## src/rtl/wtr_pkg.sv

```systemverilog
// shared constants for the watchdog timer and reset block
package wtr_pkg;

  ////////////////////////////////////////////////////////////////////////////
  // register bus
  localparam int ADDR_W = 8;
  localparam int DATA_W = 8;
  localparam logic [7:0] ADDR_POWER_CONTROL = 8'h87;
  localparam logic [7:0] ADDR_WATCHDOG_COUNT = 8'hff;
  localparam logic [7:0] ADDR_IRQ_STATUS = 8'h90;
  localparam logic [7:0] ADDR_IRQ_MASK = 8'h91;

  ////////////////////////////////////////////////////////////////////////////
  // power control fields and reset values
  localparam int PC_LOAD_EN_BIT = 4;
  localparam int PC_POWER_DOWN_BIT = 1;
  localparam logic [7:0] PC_RESET = 8'h00;
  localparam logic [7:0] COUNT_RESET = 8'h00;
  localparam logic [7:0] COUNT_TOP = 8'hff;

  ////////////////////////////////////////////////////////////////////////////
  // interrupt status layout
  localparam int ST_W = 3;
  localparam int ST_OVERFLOW = 0;
  localparam int ST_PD_REFUSED = 1;
  localparam int ST_LOAD_REFUSED = 2;
  localparam logic [ST_W-1:0] ST_RESET = 3'h0;
  localparam logic [ST_W-1:0] MASK_RESET = 3'h0;

  ////////////////////////////////////////////////////////////////////////////
  // timing
  localparam int CLOCK_HZ = 25000000;
  localparam int OSC_DIV = 6;
  localparam int PRESCALE_BITS = 11;
  localparam int MACHINE_CYCLE_CLKS = 6;
  localparam int EXT_PULSE_MC = 3;
  localparam int EXT_PULSE_CLKS = EXT_PULSE_MC * MACHINE_CYCLE_CLKS;
  localparam int INT_PULSE_MC = 1;
  localparam int INT_PULSE_CLKS = INT_PULSE_MC * MACHINE_CYCLE_CLKS;
  localparam int SEQ_CNT_W = 5;

  typedef enum logic [1:0] {RS_RUN, RS_INT, RS_EXT} wtr_rst_state_t;

endpackage

```

## src/rtl/wtr_tick_if.sv

```systemverilog
// tick handshake between the watchdog core and its prescaler
`timescale 1ns/1ns
interface wtr_tick_if;
  logic run;
  logic clear;
  logic tick;
  modport src (input run, input clear, output tick);
  modport sink (output run, output clear, input tick);
endinterface

```

## src/rtl/wtr_prescaler.sv

```systemverilog
// divide-by-six feed and prescaler that paces the watchdog count
`timescale 1ns/1ns
module wtr_prescaler #(
  parameter int PRESCALE_BITS = wtr_pkg::PRESCALE_BITS
) (
  // clock
  input wire logic clock,
  // tick link to the core
  wtr_tick_if.src tk
);
  localparam int PERIOD = wtr_pkg::OSC_DIV * (2 ** PRESCALE_BITS);
  localparam int GAP_W = PRESCALE_BITS + 3;
  localparam logic [2:0] DIV_LAST = 3'(wtr_pkg::OSC_DIV - 1);

  logic [2:0] div;
  logic [PRESCALE_BITS-1:0] pre;
  logic feed;
  logic [GAP_W-1:0] gap;
  logic seen;

  ////////////////////////////////////////////////////////////////////////////
  // feed at one sixth of the oscillator, then the prescaler wrap
  assign feed = tk.run && (div == DIV_LAST);
  assign tk.tick = feed && (&pre);

  always_ff @(posedge clock) begin
    if (tk.clear) begin
      div <= 3'h0;
      pre <= '0;
    end else if (tk.run) begin
      div <= feed ? 3'h0 : div + 3'h1;
      if (feed) begin
        pre <= pre + 1'b1;
      end
    end
  end

  ////////////////////////////////////////////////////////////////////////////
  // checking helpers
  always_ff @(posedge clock) begin
    if (tk.clear) begin
      gap <= '0;
      seen <= 1'b0;
    end else if (tk.tick) begin
      gap <= '0;
      seen <= 1'b1;
    end else if (tk.run) begin
      gap <= gap + 1'b1;
    end
  end
endmodule // wtr_prescaler

```

## src/rtl/wtr_watchdog.sv

```systemverilog
// watchdog timer with reload guard, reset pulse generator and power-down lock
`timescale 1ns/1ns

// Behaviour
// - the watchdog is an 8-bit counter advanced by an 11-bit prescaler.
// - the prescaler is fed at one sixth of the clock rate.
// - the counter advances once per 6 times 2048 clocks, one prescaler wrap.
// - counter overflow raises a short internal reset of the whole system.
// - overflow also drives the reset pin for three machine cycles.
// - a low enable pin turns the watchdog on and software cannot turn it off.
// - a counter write is taken only while the load enable flag is set.
// - the load enable flag clears itself when the counter is loaded.
// - a counter write with the flag clear is ignored.
// - the counter counts up from the loaded value to overflow.
// - prescaler and counter keep running in idle mode.
// - while enabled, the power-down bit cannot be set and stays zero.
// - with the enable pin high the watchdog never overflows.
module wtr_watchdog #(
  parameter int PRESCALE_BITS = wtr_pkg::PRESCALE_BITS
) (
  // clock and reset
  input wire logic CLOCK,
  input wire logic RST,
  // register port
  input wire logic [wtr_pkg::ADDR_W-1:0] ADDR,
  input wire logic [wtr_pkg::DATA_W-1:0] WDATA,
  input wire logic WR,
  input wire logic RD,
  output logic [wtr_pkg::DATA_W-1:0] RDATA,
  // enable pin, active low
  input wire logic WATCHDOG_ENABLE_N_PIN,
  // reset outputs
  output logic SYS_RESET,
  output logic RST_PIN_DRIVE,
  output logic RST_PIN_OE,
  // power control and interrupt
  output logic POWER_DOWN,
  output logic IRQ
);

  localparam logic [wtr_pkg::SEQ_CNT_W-1:0] INT_LAST =
    wtr_pkg::SEQ_CNT_W'(wtr_pkg::INT_PULSE_CLKS - 1);
  localparam logic [wtr_pkg::SEQ_CNT_W-1:0] EXT_LAST =
    wtr_pkg::SEQ_CNT_W'(wtr_pkg::EXT_PULSE_CLKS - 1);

  function automatic logic hit(input logic [7:0] addr, input logic [7:0] target);
    hit = (addr == target);
  endfunction

  ////////////////////////////////////////////////////////////////////////////
  // declarations
  logic ew_meta;
  logic ew_sync;
  logic enabled;
  logic soft_rst;
  logic [7:0] power_control;
  logic [7:0] next_power_control;
  logic [7:0] count;
  logic [7:0] next_count;
  logic [wtr_pkg::ST_W-1:0] status;
  logic [wtr_pkg::ST_W-1:0] next_status;
  logic [wtr_pkg::ST_W-1:0] mask;
  logic [wtr_pkg::ST_W-1:0] events;
  logic [7:0] rdata;
  logic [7:0] rd_mux;
  logic sys_reset;
  logic rst_drive;
  wtr_pkg::wtr_rst_state_t state;
  wtr_pkg::wtr_rst_state_t next_state;
  logic [wtr_pkg::SEQ_CNT_W-1:0] seq_cnt;
  logic [wtr_pkg::SEQ_CNT_W-1:0] next_seq_cnt;
  logic sel_power_control;
  logic sel_count;
  logic sel_status;
  logic sel_mask;
  logic wr_power_control;
  logic wr_count;
  logic wr_mask;
  logic rd_status;
  logic load_en;
  logic load_now;
  logic load_refused;
  logic pd_refused;
  logic tick;
  logic overflow;

  wtr_tick_if tk ();

  ////////////////////////////////////////////////////////////////////////////
  // enable pin synchroniser; reads as disabled until the pin settles
  always_ff @(posedge CLOCK) begin
    if (RST) begin
      ew_meta <= 1'b1;
      ew_sync <= 1'b1;
    end else begin
      ew_meta <= WATCHDOG_ENABLE_N_PIN;
      ew_sync <= ew_meta;
    end
  end

  // no software bit takes part: only the pin decides
  assign enabled = !ew_sync;

  // the watchdog's own reset clears power control, count and prescaler; status, mask and sequencer clear only on RST
  assign soft_rst = RST || sys_reset;

  ////////////////////////////////////////////////////////////////////////////
  // address decode
  assign sel_power_control = hit(ADDR, wtr_pkg::ADDR_POWER_CONTROL);
  assign sel_count = hit(ADDR, wtr_pkg::ADDR_WATCHDOG_COUNT);
  assign sel_status = hit(ADDR, wtr_pkg::ADDR_IRQ_STATUS);
  assign sel_mask = hit(ADDR, wtr_pkg::ADDR_IRQ_MASK);

  // power control and count writes during the internal reset pulse are lost, as in the rest of the chip; mask writes still land
  assign wr_power_control = WR && sel_power_control && !sys_reset;
  assign wr_count = WR && sel_count && !sys_reset;
  assign wr_mask = WR && sel_mask;
  assign rd_status = RD && sel_status;

  ////////////////////////////////////////////////////////////////////////////
  // two-step reload
  assign load_en = power_control[wtr_pkg::PC_LOAD_EN_BIT];
  assign load_now = wr_count && load_en;
  assign load_refused = wr_count && !load_en;
  assign pd_refused = wr_power_control && WDATA[wtr_pkg::PC_POWER_DOWN_BIT] && enabled;

  always_comb begin
    next_power_control = power_control;
    if (wr_power_control) begin
      next_power_control = WDATA;
    end
    if (load_now) begin
      next_power_control[wtr_pkg::PC_LOAD_EN_BIT] = 1'b0;
    end
    // also drops a power-down bit that was set before the pin went low
    if (enabled) begin
      next_power_control[wtr_pkg::PC_POWER_DOWN_BIT] = 1'b0;
    end
  end

  always_ff @(posedge CLOCK) begin
    if (soft_rst) begin
      power_control <= wtr_pkg::PC_RESET;
    end else begin
      power_control <= next_power_control;
    end
  end

  ////////////////////////////////////////////////////////////////////////////
  // prescaler; there is no idle input, so idle mode never stalls it
  assign tk.run = enabled;
  assign tk.clear = soft_rst;
  assign tick = tk.tick;

  wtr_prescaler #(
    .PRESCALE_BITS(PRESCALE_BITS)
  ) u_prescaler (
    .clock(CLOCK),
    .tk(tk)
  );

  ////////////////////////////////////////////////////////////////////////////
  // counter; a load in the same cycle as a tick wins and swallows the tick
  assign overflow = tick && enabled && !load_now && (count == wtr_pkg::COUNT_TOP) &&
    (state == wtr_pkg::RS_RUN);

  always_comb begin
    next_count = count;
    if (load_now) begin
      next_count = WDATA;
    end else if (tick && enabled) begin
      next_count = count + 8'h01;
    end
  end

  always_ff @(posedge CLOCK) begin
    if (soft_rst) begin
      count <= wtr_pkg::COUNT_RESET;
    end else begin
      count <= next_count;
    end
  end

  ////////////////////////////////////////////////////////////////////////////
  // reset sequencer: internal pulse first, pin pulse runs on to its full length
  always_comb begin
    next_state = state;
    next_seq_cnt = seq_cnt;
    unique case (state)
      wtr_pkg::RS_RUN: begin
        if (overflow) begin
          next_state = wtr_pkg::RS_INT;
          next_seq_cnt = '0;
        end
      end
      wtr_pkg::RS_INT: begin
        next_seq_cnt = seq_cnt + 1'b1;
        if (seq_cnt == INT_LAST) begin
          next_state = wtr_pkg::RS_EXT;
        end
      end
      wtr_pkg::RS_EXT: begin
        next_seq_cnt = seq_cnt + 1'b1;
        if (seq_cnt == EXT_LAST) begin
          next_state = wtr_pkg::RS_RUN;
          next_seq_cnt = '0;
        end
      end
    endcase
  end

  // the sequencer answers only to the external reset, never to its own pulse
  always_ff @(posedge CLOCK) begin
    if (RST) begin
      state <= wtr_pkg::RS_RUN;
      seq_cnt <= '0;
      sys_reset <= 1'b0;
      rst_drive <= 1'b0;
    end else begin
      state <= next_state;
      seq_cnt <= next_seq_cnt;
      sys_reset <= (next_state == wtr_pkg::RS_INT);
      rst_drive <= (next_state != wtr_pkg::RS_RUN);
    end
  end

  // a capacitor on the pin may eat this pulse; the internal one is unaffected
  assign SYS_RESET = sys_reset;
  assign RST_PIN_DRIVE = rst_drive;
  assign RST_PIN_OE = rst_drive;
  assign POWER_DOWN = power_control[wtr_pkg::PC_POWER_DOWN_BIT];

  ////////////////////////////////////////////////////////////////////////////
  // sticky status, cleared by reading; survives the watchdog's own reset
  assign events[wtr_pkg::ST_OVERFLOW] = overflow;
  assign events[wtr_pkg::ST_PD_REFUSED] = pd_refused;
  assign events[wtr_pkg::ST_LOAD_REFUSED] = load_refused;
  // set wins over the clear of a read in the same cycle
  assign next_status = (rd_status ? {wtr_pkg::ST_W{1'b0}} : status) | events;

  always_ff @(posedge CLOCK) begin
    if (RST) begin
      status <= wtr_pkg::ST_RESET;
      mask <= wtr_pkg::MASK_RESET;
    end else begin
      status <= next_status;
      if (wr_mask) begin
        mask <= WDATA[wtr_pkg::ST_W-1:0];
      end
    end
  end

  assign IRQ = |(status & mask);

  ////////////////////////////////////////////////////////////////////////////
  // read port; unmapped addresses read zero
  assign rd_mux = sel_power_control ? power_control :
                  sel_count ? count :
                  sel_status ? {5'h00, status} :
                  sel_mask ? {5'h00, mask} :
                  8'h00;

  always_ff @(posedge CLOCK) begin
    if (RST) begin
      rdata <= 8'h00;
    end else begin
      rdata <= RD ? rd_mux : 8'h00;
    end
  end

  assign RDATA = rdata;
endmodule // wtr_watchdog

```

## config.mk

```make
export PLATFORM = sky130hd
export DESIGN_NAME = wtr_watchdog
export DESIGN_NICKNAME = d
export VERILOG_FILES = /design/src/rtl/wtr_pkg.sv /design/src/rtl/wtr_tick_if.sv /design/src/rtl/wtr_prescaler.sv /design/src/rtl/wtr_watchdog.sv
export SDC_FILE = /design/constraint.sdc
export NUM_CORES = 1
export LEC_CHECK = 0
export ABC_AREA = 1
export BUFFER_PORTS_ARGS = -buffer_cell sky130_fd_sc_hd__clkbuf_2
export CORE_ASPECT_RATIO = 0.6
export CORE_UTILIZATION = 23
export DETAILED_ROUTE_END_ITERATION = 16
export GPL_ROUTABILITY_DRIVEN = 0
export PLACE_DENSITY_LB_ADDON = 0.15
export RECOVER_POWER = 50
export SLEW_MARGIN = 20
export SYNTH_ARGS = -nofsm -noshare
export SYNTH_HDL_FRONTEND = slang
export SYNTH_SLANG_ARGS = --single-unit
```

## constraint.sdc

```tcl
create_clock -name CLOCK -period 1.77 [get_ports CLOCK]
set_input_delay 0.0885 -clock CLOCK [delete_from_list [all_inputs] [get_ports CLOCK]]
set_output_delay 0.0885 -clock CLOCK [all_outputs]
set_load 0.01 [all_outputs]
```

== Word level (Yosys, flattened, before mapping) ==
Index checks and enable logic that the tools add are counted.
Storage, ports and cells
  register bits: 55
  output and inout port bits: 13
  logic and storage cells: 80
Cells by class
  add/subtract/negate cells: 4
  equal/unequal tests: 12
  mux-type cells: 15
  bitwise operators: 4
  reduce and logical (&&, ||, !) cells: 30
Operator list (number)
  $eq 8x8->1 const B: 5
  $mux 8: 4
  $logic_and 1x1->1: 16
  $pmux 5 s3: 1
  $mux 3: 4
  $add 11x1->11 const B: 1
  $reduce_and 11->1: 1
  $mux 5: 2
  $add 8x1->8 const B: 1
  $mux 2: 3
  $pmux 2 s3: 1
  $reduce_or 2->1: 3
  $add 5x1->5 const B: 1
  $eq 5x3->1 const B: 1
  $eq 5x5->1 const B: 1
  $eq 2x1->1 const B: 2
  $logic_not 1->1: 4
  $reduce_bool 2->1: 2
  $add 3x1->3 const B: 1
  $and 3x3->3: 1
  $eq 3x3->1 const B: 1
  $or 3x3->3: 1
  $reduce_or 3->1: 1
  $eq 2x2->1 const B: 1
  5 further kinds: 6

== Depth between registers and ports, before layout ==
  word-level depth: 11
  mapped depth: 13
  gate-level depth less buffers: 13

== Cells and area by module ==
Synthesis repeated with hierarchy kept, for this count alone.
Unflattened totals
  cell total of the unflattened synthesis: 406
  area total of the unflattened synthesis: 2850.2 sq um
Modules (own cells, without submodules)
  wtr_watchdog: instances 1, cells an instance 303, area each 2110.8 sq um, sequential area each 820.8 sq um
  wtr_prescaler: instances 1, cells an instance 103, area each 739.5 sq um, sequential area each 280.3 sq um

== Least setup slack after synthesis ==
Ideal clock, no wire load.
  path type: register to register
  from: reg u_prescaler.div[0]
  to: reg seq_cnt[0] (netlist bit)
  setup time: 112 ps
  arrival time: 1404 ps
  data required time: 1658 ps
  setup slack: 255 ps
  stages on the path, launching flop included: 13
  path buffers: 0
  cell sequence: dfxtp_1 > ha_1 > nand2_2 > nor2_4 > nand3_2 > nor2_4 > nand2_4 > inv_6 > nand2_8 > nand2_8 > inv_4 > nor2_2 > nor2_1
On the way
  cells in the longest elaborated chain, start to end: 8
Ends and longest elaborated chain
  start: declaration: RTL line wtr_prescaler.sv:15  | logic [2:0] div;
  start signal: assignment: RTL line wtr_prescaler.sv:31  | div <= feed ? 3'h0 : div + 3'h1;
  $eq 3x3->1: RTL line wtr_prescaler.sv:23  | assign feed = tk.run && (div == DIV_LAST);
  $logic_and 1x1->1: RTL line wtr_prescaler.sv:23
  $logic_and 1x1->1: RTL line wtr_prescaler.sv:24  | assign tk.tick = feed && (&pre);
  $logic_and 1x1->1 (4 in series): RTL line wtr_watchdog.sv:164  | assign overflow = tick && enabled && !load_now && (count == wtr_pkg::COUNT_TOP) &&
  $ne 2x2->1 (no line)
  end signal: assignment: RTL line wtr_watchdog.sv:221  | seq_cnt <= next_seq_cnt;
  end: declaration: RTL line wtr_watchdog.sv:70  | logic [wtr_pkg::SEQ_CNT_W-1:0] seq_cnt;
Every way passes these cells.
A chain may end at the register's enable or synchronous reset.

== Worst setup path after layout ==
  from: reg u_prescaler.div[1]
  to: reg seq_cnt[0] (netlist bit)
The elaborated chain is that of the path after synthesis.

==> tab_implementation.tex <==
\begin{tabular}{lr}
\hline
Metric & Value \\
\hline
\multicolumn{2}{l}{\textbf{Clock tree}} \\
Inserted Clock Buffers & 5 \\
Source-to-sink clock delay at the later pin of the worst-skew pair & 300 ps \\
Clock transition at the register clock pins on the worst setup and hold paths after CTS & 80 ps \\
Deepest level of the CTS H-tree & 2 \\
Clock tree root buffer cell & clkbuf\_16 \\
Sinks on the clock net & 55 \\
Maximum buffer depth of the clock tree & 2 \\
CTS tree & done \\
\multicolumn{2}{l}{\textbf{Hold path}} \\
HP Class & input pin to flop \\
Worst Min Path Start & WDATA[7] \\
Hold depth & 3 \\
End point of the most critical hold path & power\_control[7] \\
\multicolumn{2}{l}{\textbf{Synthesis}} \\
Post-synthesis area per instance & 7.36 sq um \\
Synthesized instance count & 391 \\
Yosys Warn Count & 0 \\
Sequential element share of the synthesized area & 38.3\% \\
Synth cell types & 40 \\
Number of synthesized register bits & 55 \\
Post-synth design cell area & 0.00288 sq mm \\
Nets in the synthesized netlist & 421 \\
\multicolumn{2}{l}{\textbf{Routing}} \\
DR vias & 2580 \\
Post-route DRC violation count & 0 \\
Total Wirelength & 7430 um \\
Average vias per placed instance & 4.29 \\
Number of routed nets with antenna violations & 0 \\
Iteration-0 DRC Markers & 109 \\
First-pass iteration count of the detailed router & 4 \\
Post-DR wirelength/cell & 12.4 um \\
\multicolumn{2}{l}{\textbf{Floorplan}} \\
Chip Width & 146 um \\
Rows & 31 \\
Core Area & 0.0121 sq mm \\
Y dimension of the die & 88.6 um \\
Initial core utilization & 23.7\% \\
Die area & 0.0130 sq mm \\
Number of ports placed on the die boundary & 34 \\
\multicolumn{2}{l}{\textbf{Timing}} \\
Final hold violations & 0 \\
Hold Worst Slack & 49.6 ps \\
Actual transition at the worst max-transition pin & 462 ps \\
Pins over their slew limit & 0 \\
Setup repair after global routing missed its margin & true \\
Period Utilization, post-route & 93.6\% \\
Relative max-transition margin & 68.9\% \\
Setup Total Neg Slack & 0 ps \\
Final setup fails & 0 \\
Clock skew & 10.8 ps \\
Final WS setup & 114 ps \\
Final worst path period need & 1660 ps \\
Top achievable clock speed & 604 MHz \\
\multicolumn{2}{l}{\textbf{GRT}} \\
Antenna violations before repair & 0 \\
Via count of the first global-routing pass & 2451 \\
Total GRT Usage & 12.5\% \\
First-pass GRT wire length & 12400 um \\
Total congestion overflow & 0 \\
Maximum number of pins on one net before global-route repair & 18 \\
\multicolumn{2}{l}{\textbf{Critical path}} \\
Max stage delay on crit path & 340 ps \\
Worst path required time & 1960 ps \\
Worst r2r path cells & 13 \\
Delay-heaviest family, CP & simple AND/OR/NAND/NOR gates \\
Arrival time of data at the critical path endpoint & 1850 ps \\
Critical-path cell with the highest stage delay & dfxtp\_2 \\
Startpoint class of the critical path & flop \\
R2R Path End & seq\_cnt[0] \\
Bufs and invs on worst path & 3 \\
Ordered list of cells on the worst path & inv\_2 -> ha\_4 -> nand2\_2 -> nor2\_4 -> nand3\_2 -> nor2\_4 -> nand2\_4 -> inv\_6 -> nand2\_8 -> nand2\_8 -> inv\_6 -> nor2\_4 -> nor2\_1 \\
Endpoint class of the critical path & flop \\
Setup slack of the most critical reg-to-reg path & 110 ps \\
Crit Path Category & flop to flop \\
Logic depth of the worst setup path including buffers & 13 \\
Cell type with the highest occurrence count on the critical path & nor2\_4 \\
Origin of the critical flop-to-flop path & u\_prescaler.div[1] \\
Peak fanout along the critical path & 6 \\
\multicolumn{2}{l}{\textbf{Cells and area}} \\
Share of final-layout standard cells stronger than drive strength 1 & 18.8\% \\
Final Instance Count excl. Fillers & 601 \\
Number of nets in the finished design & 465 \\
Diode insertion count for antenna repair & 0 \\
Post-synthesis to final-layout area growth & 21.0\% \\
Layout fillers & 1328 \\
\multicolumn{2}{l}{\textbf{Pwr}} \\
Clock Power Share & 45.7\% \\
Reported leakage power & 1.42 nW \\
Pint & 1.95 mW \\
Power per cell area & 716 mW/mm\^{}2 \\
Sequential cell fraction of total power & 50.0\% \\
Peak supply drop & 0.000309 V \\
Combinational share of power & 4.3\% \\
Switching share of power & 21.9\% \\
Switching power of the nets & 546 uW \\
Power consumption & 2.49 mW \\
\multicolumn{2}{l}{\textbf{Run}} \\
Number of maximum-capacitance constraint violations & 0 \\
\multicolumn{2}{l}{\textbf{Placement}} \\
Post-detailed-placement half-perimeter wirelength & 5820 um \\
Number of cells after detailed placement & 588 \\
Worst slack, placed & 100 ps \\
Port-buffer cells & 33 \\
\multicolumn{2}{l}{\textbf{Run status}} \\
Outcome & finished, final reports clean \\
\hline
\end{tabular}
-- layout make-up --
cell class              instances  area, sq um  area share (%)
well taps                     165          206            5.93
clock inverters                 3         43.8            1.26
repair buffers                 46          249            7.16
flip-flops and latches         55         1100            31.8
inverters                      46          183            5.25
clock buffers                   5          125            3.60
multi-input cells             281         1570            45.1
-- synth_stat cells (all sizes together) --
cell	count	area, sq um
and3	2	12.5
o21ai	15	75.1
o21bai	1	7.51
nand3b	1	7.51
a31o	1	8.76
inv	46	180
xnor2	2	17.5
nand2	89	384
clkbuf	1	3.75
nand3	57	300
nor3	6	41.3
a31oi	1	6.26
a21oi	31	163
nor2	43	226
ha	9	113
xor2	6	52.6
dfxtp	55	1100
nand4	7	65.1
or2	4	25.0
o211ai	1	7.51
nor4	3	18.8
a211oi	1	7.51
nor3b	1	7.51
buf	8	45.0
-- worst min-delay path: cells and delay by family --
family / cells / cell delay, ps
AOI/OAI and AO/OA: 1 / 60
buffers and inverters: 1 / 90
and+or+nand+nor: 1 / 70
-- cell families after synthesis --
group,count (synthesis),synth area share [%]
xor gates and xnor gates,8,2.44
and+or+nand+nor,213,37.8
DFF,55,38.3
buffers and inverters,55,7.96
AOI/OAI and AO/OA,51,9.57
adders and majority gates,9,3.91
-- metrics by stage --
| stage | utilization [%] | area (sq um) |
|---|---|---|
| 5_1_grt | 28.7 | 3480 |
| 3_5_place_dp | 26.8 | 3260 |
| 4_1_cts | 28.3 | 3440 |
| 2_1_floorplan | - | 2880 |
| 6_report | 28.7 | 3480 |
| 3_3_place_gp | 26.8 | 3260 |
-- state kept, by name, summed over array words and instances, names as in the netlist --
name	count
status	3
u_prescaler.pre	11
RST_PIN_DRIVE	1
SYS_RESET	1
count	8
mask	3
power_control	8
ew_meta	1
seq_cnt	5
u_prescaler.div	3
ew_sync	1
state	2
RDATA	8
-- layer usage --
layer / share of wire (%) / GRT usage (%) / vias to the layer above
met5: 0 / 0 / -
met4: 0.69 / 3.41 / 0
met3: 4.5 / 3.51 / 5
met2: 36 / 16.8 / 48
met1: 58 / 18.9 / 1164
li1: - / - / 1363
-- how the worst max path moves through the flow --
| stage | from | end | slack [ps] |
|---|---|---|---|
| 2_1_floorplan | u_prescaler.div[0] | seq_cnt[0] | 250 |
| 3_3_place_gp | count[0] | RST_PIN_DRIVE | 120 |
| 3_5_place_dp | count[0] | RST_PIN_DRIVE | 100 |
| 4_1_cts | count[0] | RST_PIN_DRIVE | 80 |
| 5_1_grt | u_prescaler.div[1] | seq_cnt[0] | -20 |
| 6_report | u_prescaler.div[1] | seq_cnt[0] | 110 |
-- timing repair --
action | in CTS | in global routing
endpoints found under the setup margin | 0 | 12
gates resized for setup | 0 | 13
hold buffers | 1 | 0
buffers inserted | 0 | 4
hold endpoints to repair | 1 | 0
-- cell usage in the layout, fill, tap and decap left out, types with 8 or more instances in the layout --
cell type	netlist	final
a21oi_1	29	29
inv_1	39	39
clkbuf_2	0	19
o21ai_0	14	14
nor2_1	32	31
nand3_1	54	54
nand2_1	82	80
clkbuf_1	1	17
buf_4	2	8
dfxtp_1	55	52
-- power groups by stage --
stage / clock, mW / combinational [mW] / sequential (mW)
detailed placement: 0 / 0.105 / 1.28
CTS: 1.18 / 0.108 / 1.25
floorplan: 0 / 0.0498 / 1.27
finish: 1.14 / 0.108 / 1.25
global route: 1.23 / 0.122 / 1.25
global placement: 0 / 0.106 / 1.27
Note: power is estimated with default switching activity, not from simulation.
